## src/include/acsi_pkg.sv

```systemverilog
// constants shared by the converter control block
package acsi_pkg;
    // serial access framing
    localparam int unsigned ACSI_ACCESS_BITS    = 16;
    localparam int unsigned ACSI_BYTE_BITS      = 8;
    localparam int unsigned ACSI_CMD_DIR_POS    = 7;
    localparam int unsigned ACSI_CMD_ADDR_MSB   = 1;
    localparam logic        ACSI_DIR_READ       = 1'b1;
    localparam logic        ACSI_DIR_WRITE      = 1'b0;

    // serial register addresses
    localparam logic [1:0]  ACSI_SADDR_CTRL     = 2'h0;
    localparam logic [1:0]  ACSI_SADDR_PAT_HI   = 2'h1;
    localparam logic [1:0]  ACSI_SADDR_PAT_LO   = 2'h2;
    localparam logic [1:0]  ACSI_SADDR_RESET    = 2'h0;

    // control register fields
    localparam int unsigned ACSI_CTRL_MODE_LSB  = 6;
    localparam int unsigned ACSI_CTRL_LANE      = 5;
    localparam int unsigned ACSI_CTRL_DCS       = 4;
    localparam int unsigned ACSI_CTRL_TWOS      = 3;
    localparam int unsigned ACSI_CTRL_WAM       = 2;
    localparam int unsigned ACSI_CTRL_PDA       = 1;
    localparam int unsigned ACSI_CTRL_PDB       = 0;
    localparam logic [7:0]  ACSI_CTRL_RESET     = 8'h08;
    localparam logic [7:0]  ACSI_PAT_RESET      = 8'h00;
    localparam logic [7:0]  ACSI_PAT_HI_MASK    = 8'h3F;

    // operational modes
    localparam logic [1:0]  ACSI_MODE_NORMAL    = 2'h0;
    localparam logic [1:0]  ACSI_MODE_FIXED     = 2'h1;
    localparam logic [1:0]  ACSI_MODE_USER      = 2'h2;
    localparam logic [13:0] ACSI_FIXED_PATTERN  = 14'h298E;

    // four-level format pin, coded low to high supply level
    localparam logic [1:0]  ACSI_FMT_OB_NODCS   = 2'h0;
    localparam logic [1:0]  ACSI_FMT_OB_DCS     = 2'h1;
    localparam logic [1:0]  ACSI_FMT_2C_DCS     = 2'h2;
    localparam logic [1:0]  ACSI_FMT_2C_NODCS   = 2'h3;

    // bus register byte offsets
    localparam int unsigned ACSI_AHB_ADDR_W     = 8;
    localparam logic [7:0]  ACSI_OFS_CTRL       = 8'h00;
    localparam logic [7:0]  ACSI_OFS_PAT_HI     = 8'h04;
    localparam logic [7:0]  ACSI_OFS_PAT_LO     = 8'h08;
    localparam logic [7:0]  ACSI_OFS_STATUS     = 8'h0C;
    localparam logic [1:0]  ACSI_HTRANS_NONSEQ  = 2'h2;
    localparam logic [2:0]  ACSI_HSIZE_WORD     = 3'h2;

    // status register fields
    localparam int unsigned ACSI_ST_EFF_LSB     = 0;
    localparam int unsigned ACSI_ST_MODE_LSB    = 8;
    localparam int unsigned ACSI_ST_SPI_EN      = 10;
    localparam int unsigned ACSI_ST_LOCK        = 11;
    localparam int unsigned ACSI_ST_OVR_A       = 12;
    localparam int unsigned ACSI_ST_OVR_B       = 13;
    localparam int unsigned ACSI_ST_ADDR_LSB    = 14;

    // timing
    localparam int unsigned ACSI_CLK_HZ         = 10_000_000;
    localparam int unsigned ACSI_LOOP_RST_NS    = 1000;
    localparam int unsigned ACSI_RELOCK_NS      = 5000;
    localparam int unsigned ACSI_LOOP_RST_CYC   =
        (ACSI_LOOP_RST_NS * (ACSI_CLK_HZ / 1_000_000) + 999) / 1000;
    localparam int unsigned ACSI_RELOCK_CYC     =
        (ACSI_RELOCK_NS * (ACSI_CLK_HZ / 1_000_000) + 999) / 1000;

    typedef enum logic [1:0] {
        ACSI_LK_LOCKED,
        ACSI_LK_LOST,
        ACSI_LK_RESETTING,
        ACSI_LK_RELOCKING
    } acsi_lock_t;
endpackage : acsi_pkg

```

## src/rtl/acsi_sync.sv

```systemverilog
// two-stage synchroniser for a group of pins
`timescale 1ns/1ns
module acsi_sync #(
    parameter int unsigned    WIDTH     = 1,
    parameter logic [WIDTH-1:0] RESET_VAL = '0
) (
    // clock and reset
    input  wire logic             core_clk,
    input  wire logic             rst,
    // pins in, synchronised out
    input  wire logic [WIDTH-1:0] d,
    output logic      [WIDTH-1:0] q
);
    logic [WIDTH-1:0] meta_reg;

    if (WIDTH < 1) begin : g_width_check
        $error("acsi_sync: WIDTH must be at least 1");
    end

    always_ff @(posedge core_clk or posedge rst) begin
        if (rst) begin
            meta_reg <= RESET_VAL;
            q        <= RESET_VAL;
        end else begin
            meta_reg <= d;
            q        <= meta_reg;
        end
    end
endmodule : acsi_sync

```

## src/rtl/acsi_top.sv

```systemverilog
// converter control logic: serial register port, direct pins, loop lock, overrange
//
// Summary of operation
// - select high: serial port on, pins ignored
// - each access is exactly sixteen clocks
// - sample input rising, change output falling
// - select assertion starts access; release after sixteenth
// - early release discards access entirely
// - select rising edge latches address, writes
// - direction one reads, zero writes
// - address selects one of three registers
// - read ignores data byte, no writes
// - output driven only while select asserted
// - addressed register shifted out, second byte
// - address pointer resets to zero
// - each channel power-down independent, data corrupt
// - lock high when locked, low when lost
// - lane pin one single lane, zero dual
// - test pin forces fixed fourteen-bit pattern
// - align pin offsets or aligns dual lanes
// - overrange per channel, refreshed per frame
// - control register layout, reset 08h
// - mode codes normal, fixed, user, reserved
// - user pattern split over two registers
// - format pin picks format and stabilizer
`timescale 1ns/1ns
module acsi_top #(
    parameter int unsigned RELOCK_CYC  = acsi_pkg::ACSI_RELOCK_CYC,
    parameter int unsigned LOOP_RST_CYC = acsi_pkg::ACSI_LOOP_RST_CYC
) (
    // clock and reset
    input  wire logic        core_clk,
    input  wire logic        rst,
    // register bus
    input  wire logic        hsel,
    input  wire logic [31:0] haddr,
    input  wire logic [1:0]  htrans,
    input  wire logic        hwrite,
    input  wire logic [2:0]  hsize,
    input  wire logic [31:0] hwdata,
    input  wire logic        hready,
    output logic             hreadyout,
    output logic             hresp,
    output logic      [31:0] hrdata,
    // serial register port pins
    input  wire logic        serial_port_enable,
    input  wire logic        serial_select_n,
    input  wire logic        serial_clk,
    input  wire logic        serial_in,
    output logic             serial_out,
    output logic             serial_out_oe,
    // direct control pins
    input  wire logic        chan_a_powerdown,
    input  wire logic        chan_b_powerdown,
    input  wire logic        lane_config,
    input  wire logic        word_align_select,
    input  wire logic        test_pattern_pin,
    input  wire logic [1:0]  format_stabilizer_pin,
    // loop reset and lock
    input  wire logic        loop_reset,
    input  wire logic        clock_disturbed,
    output logic             loop_lock,
    // converter core data
    input  wire logic        frame_strobe,
    input  wire logic [13:0] chan_a_sample,
    input  wire logic [13:0] chan_b_sample,
    input  wire logic        chan_a_over_hi,
    input  wire logic        chan_a_over_lo,
    input  wire logic        chan_b_over_hi,
    input  wire logic        chan_b_over_lo,
    // effective configuration and data
    output logic             eff_chan_a_pd,
    output logic             eff_chan_b_pd,
    output logic             eff_single_lane,
    output logic             eff_word_aligned,
    output logic             eff_duty_stabilizer,
    output logic             eff_twos_complement,
    output logic             lane0_enable,
    output logic      [13:0] chan_a_word,
    output logic      [13:0] chan_b_word,
    output logic             chan_a_word_valid,
    output logic             chan_b_word_valid,
    output logic             chan_a_overrange,
    output logic             chan_b_overrange
);
    import acsi_pkg::*;

    if (RELOCK_CYC < 1 || RELOCK_CYC > 65535 ||
        LOOP_RST_CYC < 1 || LOOP_RST_CYC > 65535)
        $error("acsi_top: counts must be 1 to 65535");

    // pin synchronisers
    logic [11:0] pins_q;
    logic        spi_en_s, cs_n_s, sclk_s, sdi_s, pda_s, pdb_s, lane_s, wam_s, test_s;
    logic [1:0]  fmt_s;
    logic        loop_rst_s;

    acsi_sync #(.WIDTH(12), .RESET_VAL(12'h001)) u_sync (
        .core_clk (core_clk),
        .rst      (rst),
        .d        ({serial_port_enable, serial_clk, serial_in, chan_a_powerdown,
                    chan_b_powerdown, lane_config, word_align_select, test_pattern_pin,
                    format_stabilizer_pin, loop_reset, serial_select_n}),
        .q        (pins_q)
    );
    assign {spi_en_s, sclk_s, sdi_s, pda_s, pdb_s, lane_s, wam_s, test_s,
            fmt_s, loop_rst_s, cs_n_s} = pins_q;

    // registers
    logic [7:0]  ctrl_reg, pat_hi_reg, pat_lo_reg;
    logic [1:0]  addr_ptr_reg;

    // serial engine
    logic        sclk_d_reg, cs_n_d_reg;
    logic [4:0]  rise_cnt_reg, fall_cnt_reg;
    logic [15:0] shift_in_reg;
    logic [7:0]  shift_out_reg;
    logic        sout_reg;
    logic        sclk_rise, sclk_fall, cs_start, cs_end, active;
    logic        commit, ser_wr;
    logic [1:0]  ser_addr;
    logic [7:0]  ser_data;
    logic [7:0]  ser_rd_data;

    always_ff @(posedge core_clk or posedge rst) begin
        if (rst) begin
            sclk_d_reg <= 1'b0;
            cs_n_d_reg <= 1'b1;
        end else begin
            sclk_d_reg <= sclk_s;
            cs_n_d_reg <= cs_n_s;
        end
    end

    assign active    = spi_en_s & ~cs_n_s;
    assign sclk_rise = active & sclk_s & ~sclk_d_reg;
    assign sclk_fall = active & ~sclk_s & sclk_d_reg;
    assign cs_start  = ~cs_n_s & cs_n_d_reg;
    assign cs_end    = cs_n_s & ~cs_n_d_reg;
    assign commit    = spi_en_s & cs_end &
                       (rise_cnt_reg == 5'(ACSI_ACCESS_BITS));
    assign ser_addr  = shift_in_reg[ACSI_BYTE_BITS + ACSI_CMD_ADDR_MSB -: 2];
    assign ser_data  = shift_in_reg[ACSI_BYTE_BITS-1:0];
    assign ser_wr    = commit &&
        (shift_in_reg[ACSI_BYTE_BITS + ACSI_CMD_DIR_POS] == ACSI_DIR_WRITE);

    always_comb begin
        unique case (shift_in_reg[ACSI_CMD_ADDR_MSB:0])
            ACSI_SADDR_CTRL:   ser_rd_data = ctrl_reg;
            ACSI_SADDR_PAT_HI: ser_rd_data = pat_hi_reg;
            ACSI_SADDR_PAT_LO: ser_rd_data = pat_lo_reg;
            default:           ser_rd_data = 8'h00;
        endcase
    end

    // bit counters and input shifter; select assertion restarts
    always_ff @(posedge core_clk or posedge rst) begin
        if (rst) begin
            rise_cnt_reg <= 5'h00;
            shift_in_reg <= 16'h0000;
        end else if (cs_start) begin
            rise_cnt_reg <= 5'h00;
            shift_in_reg <= 16'h0000;
        end else if (sclk_rise) begin
            if (rise_cnt_reg <= 5'(ACSI_ACCESS_BITS))
                rise_cnt_reg <= rise_cnt_reg + 5'h01;
            shift_in_reg <= {shift_in_reg[14:0], sdi_s};
        end
    end

    // output shifter: loaded after the command byte, shifted on falling edges
    always_ff @(posedge core_clk or posedge rst) begin
        if (rst) begin
            fall_cnt_reg  <= 5'h00;
            shift_out_reg <= 8'h00;
            sout_reg      <= 1'b0;
        end else if (cs_start) begin
            fall_cnt_reg  <= 5'h00;
            sout_reg      <= 1'b0;
        end else begin
            if (sclk_fall && fall_cnt_reg == 5'(ACSI_BYTE_BITS - 1))
                shift_out_reg <= ser_rd_data;
            if (sclk_fall) begin
                if (fall_cnt_reg <= 5'(ACSI_ACCESS_BITS))
                    fall_cnt_reg <= fall_cnt_reg + 5'h01;
                if (fall_cnt_reg >= 5'(ACSI_BYTE_BITS) &&
                    fall_cnt_reg < 5'(ACSI_ACCESS_BITS)) begin
                    sout_reg      <= shift_out_reg[7];
                    shift_out_reg <= {shift_out_reg[6:0], 1'b0};
                end
            end
        end
    end

    assign serial_out    = sout_reg;
    assign serial_out_oe = active;

    // bus slave
    logic        bus_wr_reg, bus_wr_pend;
    logic [7:0]  bus_ofs_reg;
    logic [31:0] status_word, bus_rd_data;
    logic        bus_take;
    logic [7:0]  eff_cfg;
    logic [1:0]  eff_mode;

    assign bus_take  = hsel & hready & (htrans == ACSI_HTRANS_NONSEQ);
    assign hreadyout = 1'b1;
    assign hresp     = 1'b0;

    always_comb begin
        status_word = 32'h0000_0000;
        status_word[ACSI_ST_EFF_LSB +: 8]  = eff_cfg;
        status_word[ACSI_ST_MODE_LSB +: 2] = eff_mode;
        status_word[ACSI_ST_SPI_EN]        = spi_en_s;
        status_word[ACSI_ST_LOCK]          = loop_lock;
        status_word[ACSI_ST_OVR_A]         = chan_a_overrange;
        status_word[ACSI_ST_OVR_B]         = chan_b_overrange;
        status_word[ACSI_ST_ADDR_LSB +: 2] = addr_ptr_reg;
        unique case (haddr[ACSI_AHB_ADDR_W-1:0])
            ACSI_OFS_CTRL:   bus_rd_data = {24'h000000, ctrl_reg};
            ACSI_OFS_PAT_HI: bus_rd_data = {24'h000000, pat_hi_reg};
            ACSI_OFS_PAT_LO: bus_rd_data = {24'h000000, pat_lo_reg};
            ACSI_OFS_STATUS: bus_rd_data = status_word;
            default:         bus_rd_data = 32'h0000_0000;
        endcase
    end

    assign bus_wr_pend = bus_take & hwrite & (hsize == ACSI_HSIZE_WORD) &
                         (haddr[31:ACSI_AHB_ADDR_W] == 24'h000000);

    always_ff @(posedge core_clk or posedge rst) begin
        if (rst) begin
            bus_wr_reg  <= 1'b0;
            bus_ofs_reg <= 8'h00;
            hrdata      <= 32'h0000_0000;
        end else begin
            if (hready) begin
                bus_wr_reg  <= bus_wr_pend;
                bus_ofs_reg <= haddr[ACSI_AHB_ADDR_W-1:0];
            end
            if (bus_take && !hwrite)
                hrdata <= (haddr[31:ACSI_AHB_ADDR_W] == 24'h000000) ? bus_rd_data
                                                                    : 32'h0000_0000;
        end
    end

    // register file: serial commit has priority over a bus write
    always_ff @(posedge core_clk or posedge rst) begin
        if (rst) begin
            ctrl_reg   <= ACSI_CTRL_RESET;
            pat_hi_reg <= ACSI_PAT_RESET;
            pat_lo_reg <= ACSI_PAT_RESET;
        end else if (ser_wr) begin
            unique case (ser_addr)
                ACSI_SADDR_CTRL:   ctrl_reg   <= ser_data;
                ACSI_SADDR_PAT_HI: pat_hi_reg <= ser_data & ACSI_PAT_HI_MASK;
                ACSI_SADDR_PAT_LO: pat_lo_reg <= ser_data;
                default:           ;
            endcase
        end else if (bus_wr_reg) begin
            unique case (bus_ofs_reg)
                ACSI_OFS_CTRL:   ctrl_reg   <= hwdata[7:0];
                ACSI_OFS_PAT_HI: pat_hi_reg <= hwdata[7:0] & ACSI_PAT_HI_MASK;
                ACSI_OFS_PAT_LO: pat_lo_reg <= hwdata[7:0];
                default:         ;
            endcase
        end
    end

    always_ff @(posedge core_clk or posedge rst) begin
        if (rst)
            addr_ptr_reg <= ACSI_SADDR_RESET;
        else if (commit)
            addr_ptr_reg <= ser_addr;
    end

    // effective configuration: register when serial port on, else pins
    logic pin_twos, pin_dcs;

    always_comb begin
        unique case (fmt_s)
            ACSI_FMT_OB_NODCS: begin pin_twos = 1'b0; pin_dcs = 1'b0; end
            ACSI_FMT_OB_DCS:   begin pin_twos = 1'b0; pin_dcs = 1'b1; end
            ACSI_FMT_2C_DCS:   begin pin_twos = 1'b1; pin_dcs = 1'b1; end
            default:           begin pin_twos = 1'b1; pin_dcs = 1'b0; end
        endcase
        if (spi_en_s) begin
            eff_mode = ctrl_reg[ACSI_CTRL_MODE_LSB +: 2];
            eff_cfg  = {2'b00, ctrl_reg[5:0]};
        end else begin
            eff_mode = test_s ? ACSI_MODE_FIXED : ACSI_MODE_NORMAL;
            eff_cfg  = 8'h00;
            eff_cfg[ACSI_CTRL_LANE] = lane_s;
            eff_cfg[ACSI_CTRL_DCS]  = pin_dcs;
            eff_cfg[ACSI_CTRL_TWOS] = pin_twos;
            eff_cfg[ACSI_CTRL_WAM]  = wam_s;
            eff_cfg[ACSI_CTRL_PDA]  = pda_s;
            eff_cfg[ACSI_CTRL_PDB]  = pdb_s;
        end
    end

    always_ff @(posedge core_clk or posedge rst) begin
        if (rst) begin
            eff_chan_a_pd       <= 1'b0;
            eff_chan_b_pd       <= 1'b0;
            eff_single_lane     <= 1'b0;
            eff_word_aligned    <= 1'b0;
            eff_duty_stabilizer <= 1'b0;
            eff_twos_complement <= 1'b0;
            lane0_enable        <= 1'b0;
        end else begin
            eff_chan_a_pd       <= eff_cfg[ACSI_CTRL_PDA];
            eff_chan_b_pd       <= eff_cfg[ACSI_CTRL_PDB];
            eff_single_lane     <= eff_cfg[ACSI_CTRL_LANE];
            eff_word_aligned    <= ~eff_cfg[ACSI_CTRL_LANE] &
                                   eff_cfg[ACSI_CTRL_WAM];
            eff_duty_stabilizer <= eff_cfg[ACSI_CTRL_DCS];
            eff_twos_complement <= eff_cfg[ACSI_CTRL_TWOS];
            lane0_enable        <= ~eff_cfg[ACSI_CTRL_LANE];
        end
    end

    // output words and overrange, refreshed once per frame
    function automatic logic [13:0] acsi_word(input logic [13:0] smp,
                                              input logic [1:0]  mode,
                                              input logic        twos,
                                              input logic [13:0] user_pat);
        logic [13:0] w;
        w = 14'h0000;
        unique case (mode)
            ACSI_MODE_FIXED: w = ACSI_FIXED_PATTERN;
            ACSI_MODE_USER:  w = user_pat;
            default:         w = twos ? {~smp[13], smp[12:0]} : smp;
        endcase
        return w;
    endfunction : acsi_word

    logic [13:0] user_pat;
    assign user_pat = {pat_hi_reg[5:0], pat_lo_reg};

    always_ff @(posedge core_clk or posedge rst) begin
        if (rst) begin
            chan_a_word       <= 14'h0000;
            chan_b_word       <= 14'h0000;
            chan_a_word_valid <= 1'b0;
            chan_b_word_valid <= 1'b0;
            chan_a_overrange  <= 1'b0;
            chan_b_overrange  <= 1'b0;
        end else if (frame_strobe) begin
            chan_a_word <= acsi_word(chan_a_sample, eff_mode,
                                     eff_cfg[ACSI_CTRL_TWOS], user_pat);
            chan_b_word <= acsi_word(chan_b_sample, eff_mode,
                                     eff_cfg[ACSI_CTRL_TWOS], user_pat);
            chan_a_word_valid <= ~eff_cfg[ACSI_CTRL_PDA];
            chan_b_word_valid <= ~eff_cfg[ACSI_CTRL_PDB];
            chan_a_overrange  <= chan_a_over_hi | chan_a_over_lo;
            chan_b_overrange  <= chan_b_over_hi | chan_b_over_lo;
        end
    end

    // loop lock tracking
    acsi_lock_t  lock_state_reg;
    logic [15:0] lock_cnt_reg;

    always_ff @(posedge core_clk or posedge rst) begin
        if (rst) begin
            lock_state_reg <= ACSI_LK_RELOCKING;
            lock_cnt_reg   <= 16'h0000;
        end else if (loop_rst_s) begin
            lock_state_reg <= ACSI_LK_RESETTING;
            if (lock_state_reg != ACSI_LK_RESETTING)
                lock_cnt_reg <= 16'h0001;
            else if (lock_cnt_reg != 16'hFFFF)
                lock_cnt_reg <= lock_cnt_reg + 16'h0001;
        end else begin
            unique case (lock_state_reg)
                ACSI_LK_LOCKED: begin
                    if (clock_disturbed)
                        lock_state_reg <= ACSI_LK_LOST;
                end
                ACSI_LK_LOST: ;
                ACSI_LK_RESETTING: begin
                    lock_state_reg <= (lock_cnt_reg >= 16'(LOOP_RST_CYC)) ?
                                      ACSI_LK_RELOCKING : ACSI_LK_LOST;
                    lock_cnt_reg   <= 16'h0000;
                end
                ACSI_LK_RELOCKING: begin
                    if (clock_disturbed) begin
                        lock_state_reg <= ACSI_LK_LOST;
                    end else if (lock_cnt_reg >= 16'(RELOCK_CYC - 1)) begin
                        lock_state_reg <= ACSI_LK_LOCKED;
                    end else begin
                        lock_cnt_reg <= lock_cnt_reg + 16'h0001;
                    end
                end
            endcase
        end
    end

    always_ff @(posedge core_clk or posedge rst) begin
        if (rst)
            loop_lock <= 1'b0;
        else
            loop_lock <= (lock_state_reg == ACSI_LK_LOCKED);
    end
endmodule : acsi_top

```

## config.mk

```make
export PLATFORM = sky130hd
export DESIGN_NAME = acsi_top
export DESIGN_NICKNAME = d
export VERILOG_FILES = /design/src/include/acsi_pkg.sv /design/src/rtl/acsi_sync.sv /design/src/rtl/acsi_top.sv
export SDC_FILE = /design/constraint.sdc
export NUM_CORES = 1
export LEC_CHECK = 0
export BUFFER_PORTS_ARGS = -buffer_cell sky130_fd_sc_hd__buf_2
export CAP_MARGIN = 20
export CORE_UTILIZATION = 58
export DETAILED_ROUTE_END_ITERATION = 8
export HOLD_SLACK_MARGIN = 0.1
export PLACE_DENSITY = 0.9
export SLEW_MARGIN = 0
export SYNTH_ARGS = -nofsm -noshare
export SYNTH_HDL_FRONTEND = slang
export SYNTH_HIERARCHICAL = 1
export SYNTH_SLANG_ARGS = --single-unit
```

## constraint.sdc

```tcl
create_clock -name core_clk -period 10.5 [get_ports core_clk]
set_input_delay 0.525 -clock core_clk [delete_from_list [all_inputs] [get_ports core_clk]]
set_output_delay 0.525 -clock core_clk [all_outputs]
set_load 0.05 [all_outputs]
```

After elaboration in Yosys (flattened, before gate mapping)
Index checks and enable logic that the tools add are counted.

word-level totals
  flip-flop bits (word level) = 186
  bits in latches = 0
  memory bits (writable) = 0
  ROM bits = 0
  output and inout port bits = 76
  word-level logic and storage cells = 180
  memories = 0

operators by class
  add/subtract/negate cells = 3
  $mul = 0
  divide/modulo/power cells = 0
  $lt $le $gt $ge = 6
  equality and inequality tests = 29
  shift operators = 0
  mux-type cells = 50
  bitwise logic cells = 27
  reductions and logical operators = 33

operator list
  cell                   number
  $mux 8                 15
  $mux 16                7
  $pmux 16 s4            1
  $pmux 14 s2            2
  $mux 32                1
  $pmux 16 s2            1
  $mux 5                 6
  $mux 14                2
  $eq 8x4->1 const B     3
  $logic_not 24->1       1
  $pmux 8 s3             1
  $reduce_bool 2->1      9
  $add 16x1->16 const B  1
  $eq 8x3->1 const B     2
  $ge 16x4->1 const B    1
  $ge 16x6->1 const B    1
  $logic_not 8->1        2
  $ne 16x16->1 const B   1
  $and 1x1->1            15
  $eq 2x2->1 const B     7
  $mux 2                 6
  $reduce_and 3->1       4
  $add 5x1->5 const B    2
  $le 5x5->1 const B     2
  24 further kinds       55

Logic depth before layout (Yosys ltp)
  depth after elaboration = 8
  mapped depth = 9
  mapped depth without buffers = 7

By module
The synthesis kept the hierarchy.

modules (own cells, without submodules)
  module     times used  cells each  area an instance (sq um)  sequential area each (sq um)
  acsi_top   1           736         7314.5                    3608.5
  acsi_sync  1           25          606.8                     603.1

Worst setup path before layout
OpenSTA, ideal clock, no wires.

  path kind = register to register
  start point = reg u_sync.q[11]
  end point = reg shift_in_reg[2]
  library setup time = 0.078 ns
  arrival time = 2.513 ns
  required time = 10.422 ns
  slack = 7.909 ns
  cell stages (with the launch flop) = 8
  buffers on the path = 3
  clock period less this slack = 2.591 ns
  cells stage by stage = dfrtp_1 > buf_1 > nor2b_1 > and3b_1 > clkbuf_1 > clkbuf_1 > nand2_1 > a21oi_1

between the ends
  longest elaborated chain between the ends = 4

ends and longest elaborated chain
  what                         RTL line         source
  from (decl)                  acsi_sync.sv:12  output logic [WIDTH-1:0] q
  from (signal assigned)       acsi_sync.sv:26  q <= meta_reg;
  $and 1x1->1                  acsi_top.sv:135  assign active = spi_en_s & ~cs_n_s;
  net serial_out_oe            acsi_top.sv:51   output logic serial_out_oe,
  $and 1x1->1 (2 in a row)     acsi_top.sv:136  assign sclk_rise = active & sclk_s & ~sclk_d_reg;
  $reduce_bool 2->1 (no line)  -
  to (signal assigned)         acsi_top.sv:167  shift_in_reg <= {shift_in_reg[14:0], sdi_s};
  to (decl)                    acsi_top.sv:116  logic [15:0] shift_in_reg;

The timed path passes the listed nets, and every way through them passes these cells.
A chain may end at the register's enable or synchronous reset.

Worst setup path after layout
  start point = reg u_sync.q[11]
  end point = reg chan_b_word[0]

between the ends
  longest elaborated chain between the ends = 3

ends and longest elaborated chain
  what                                             RTL line         source
  $mux 2 *                                         acsi_top.sv:287  if (spi_en_s) begin
  $eq 2x2->1 / $eq 2x1->1 (equally long branches)  acsi_top.sv:330  unique case (mode)
  $pmux 14 s2 *                                    acsi_top.sv:330
  to (signal assigned)                             acsi_top.sv:352  chan_b_word <= acsi_word(chan_b_sample, eff_mode,
  to (decl)                                        acsi_top.sv:80   output logic [13:0] chan_b_word,

Every way passes the cells marked *; elsewhere a longest branch is shown, timed or not.

==> summary.md <==
| Metric | Value |
|---|---|
| Mapped Cells | 761 |
| Num rows | 42 |
| Num ports | 196 |
| Starting Density | 59.6% |
| Via count | 6536 |
| Commonest non-fill, non-tap cell in the layout | dfrtp_1 |
| Setup TNS | 0 ns |
| Clock Path Buffers | 2 |
| RePlAce Congestion | 0.877 |
| Worst-Margin Slew | 1.08 ns |
| Clk_lat worst skew | 0.43 ns |
| Final Hold Viols | 0 |
| EDFF count, synth | 0 |
| Critical path type | reg -> reg |
| # diodes | 0 |
| WL/cell | 18.3 um |
| Post-Syn Area | 7920 sq um |
| Grt ovf | 0 |
| Avg Inst Size Synth | 10.4 sq um |
| Final core utilization | 70.0% |
| Vias in the first global route | 6266 |
| Flops & latches, synth | 168 |
| Yosys warning count | 6 |
| WHS Path Cells | 1 |
| Setup crit end kind | flip-flop |
| Leading cell types in the layout, fill and taps excluded | 162 x dfrtp_1, 153 x buf_2, 75 x nand2_1, 75 x a21oi_1, 67 x nor2_1 |
| All-Layer GR Usage | 29.2% |
| Max_cap viols | 0 |
| Nets | 1027 |
| Initial DRC Count | 745 |
| CP Max Fanout | 36 |
| CTS buffer count | 17 |
| Residual DRC | 0 |
| CTS tree | done |
| Htree depth | 4 |
| Detailed-router iteration count before antenna repair | 5 |
| Peak supply drop | 117 uV |
| Clk_skew | 0.0103 ns |
| M1 WL | 7750 um |
| Worst-case reg-to-reg path depth | 5 |
| Hold_buf cts | 0 |
| Vias per inst | 6.05 |
| Number of buffers added on ports | 153 |
| Die H | 119 um |
| Antenna viol nets, final | 0 |
| DR top layer | met4 |
| WL final | 19800 um |
| CORE AREA | 13300 sq um |
| Pins Over Slew Limit | 0 |
| Die width | 119 um |
| Synth unique cells | 71 |
| Leakage | 4.35 nW |
| Die footprint | 14100 sq um |
| Fin area | 9300 sq um |
| Met3 wire length | 1490 um |
| Crit path required time | 10.85 ns |
| Post-CTS sizing | 0 |
| Num Clock Sinks | 168 |
| Initial antenna violation count | 0 |
| Synth area leaders | dfrtp_1 51%, a21oi_1 4.7%, nand2_1 3.6% |
| Dpl cell area | 8690 sq um |
| WP data arrival | 3.82 ns |
| First-pass GRT wire length | 31800 um |
| Crit path launch type | flip-flop |
| Outcome | finished clean |
| Post-synth ARST share | 100% |
| Power Density | 179 nW/um^2 |
| Reg clk slew, reported paths | 0.07 ns |
| Met2 WL post-DR | 9690 um |
| Synth area leader | dfrtp_1 |
| Period utilization | 33.0% |
| Area grow syn2layout | 17.4% |
| Final HPWL DP | 12800 um |
| RSZ-0062 raised after global routing | no |
| Fraction of layout cells with a size suffix above 1 | 25.5% |
| Seq/Total Area, Yosys | 53.2% |
| Post-synth top flop | dfrtp_1 |
| F_max | 0.288 GHz |
| Largest net degree at the start of global routing | 93 |
| Post-CTS Setup Inserts | 0 |
| Worst hold path type | in -> reg |
| Count of final setup violators | 0 |
| Final Critical Period | 3.47 ns |
| Root buffer cell | clkbuf_16 |
| Yosys top cell area share | 51.2% |
| Rel. slew slack | 27.8% |
## Yosys cell counts (all sizes together), types with 4 or more instances
cell / instances
nand2: 78
nor4: 12
o21a: 8
and2: 6
mux2i: 19
dfrtp: 162
or4: 10
a21oi: 75
inv: 28
a22oi: 16
clkbuf: 32
nor2b: 5
dfstp: 6
mux2: 14
o221a: 14
nor3: 4
or3: 4
mux4: 5
o22a: 6
and3b: 4
nor2: 67
or2: 8
a222oi: 5
xnor2: 5
nand4: 7
ha: 15
o31ai: 11
o21ai: 29
buf: 27
and4: 4
o41ai: 6
nand2b: 10
nand3: 10
## kinds of logic (layout without fill, tap and decap cells)
logic type,count (synthesis),in the layout,share of synthesized area (%)
DFF,168,168,53.2
muxes,38,38,5.81
other,2,18,0.0948
adders and majority gates,15,15,2.37
and+or+nand+nor,246,246,15.8
AOI/OAI and AO/OA,196,196,16.7
xor gates and xnor gates,8,8,0.885
buffers and inverters,88,216,5.18
## power by group
part           internal [W]  switching, W  leakage (nW)
combinational     0.0000865      0.000211          1.90
sequential         0.000690     0.0000381          2.15
clock              0.000393      0.000252         0.295
total               0.00117      0.000501          4.35
## layer usage
layer / vias to the layer above / global-route usage, %
li1: 2968 / -
met1: 3138 / 36.7
met2: 355 / 47.3
met3: 75 / 5.80
met4: 0 / 16.7
met5: - / 0
## through the flow
| stage | instances | hold slack (ns) | total power [W] | setup slack [ns] |
|---|---|---|---|---|
| CTS | 1081 | 0.185 | 0.00167 | 7.14 |
| global route | 1081 | 0.189 | 0.00173 | 6.85 |
| floorplan | 777 | 0.331 | 0.000952 | 6.12 |
| finish | 1081 | 0.191 | 0.00167 | 7.03 |
| global placement | 1049 | 0.332 | 0.00102 | 7.33 |
| detailed placement | 1049 | 0.336 | 0.00103 | 7.23 |
## layout make-up
type | count | area, sq um
clock buffer | 21 | 470
clock inverter | 11 | 145
fill | 945 | 3990
inverter | 29 | 115
multi-input combinational | 521 | 3360
sequential | 168 | 4210
tap | 176 | 220
timing repair buffer | 155 | 781
## final timing paths
path | startpoint | end | slack (ns)
min in group asynchronous | rst | shift_out_reg[3]$_DFFE_PP0N_ | 0.26
hold / removal | serial_select_n | u_sync/meta_reg[0]$_DFF_PP1_ | 0.19
setup reg to reg | u_sync/q[11]$_DFF_PP0_ | chan_b_word[0]$_DFFE_PP0P_ | 7.03
setup / recovery | u_sync/q[11]$_DFF_PP0_ | chan_b_word[0]$_DFFE_PP0P_ | 7.03
hold reg to reg | u_sync/meta_reg[9]$_DFF_PP0_ | u_sync/q[9]$_DFF_PP0_ | 0.35
max in group asynchronous | rst | shift_in_reg[11]$_DFFE_PP0P_ | 9.06
## worst max-delay path, stage by stage, from the launching register on
cell     delay (ns)
dfrtp_1        0.80
mux2i_1        0.45
ha_1           0.71
nor2b_1        1.01
a22oi_1        0.16
a21oi_1        0.23
(Power assumes the default switching activity.)
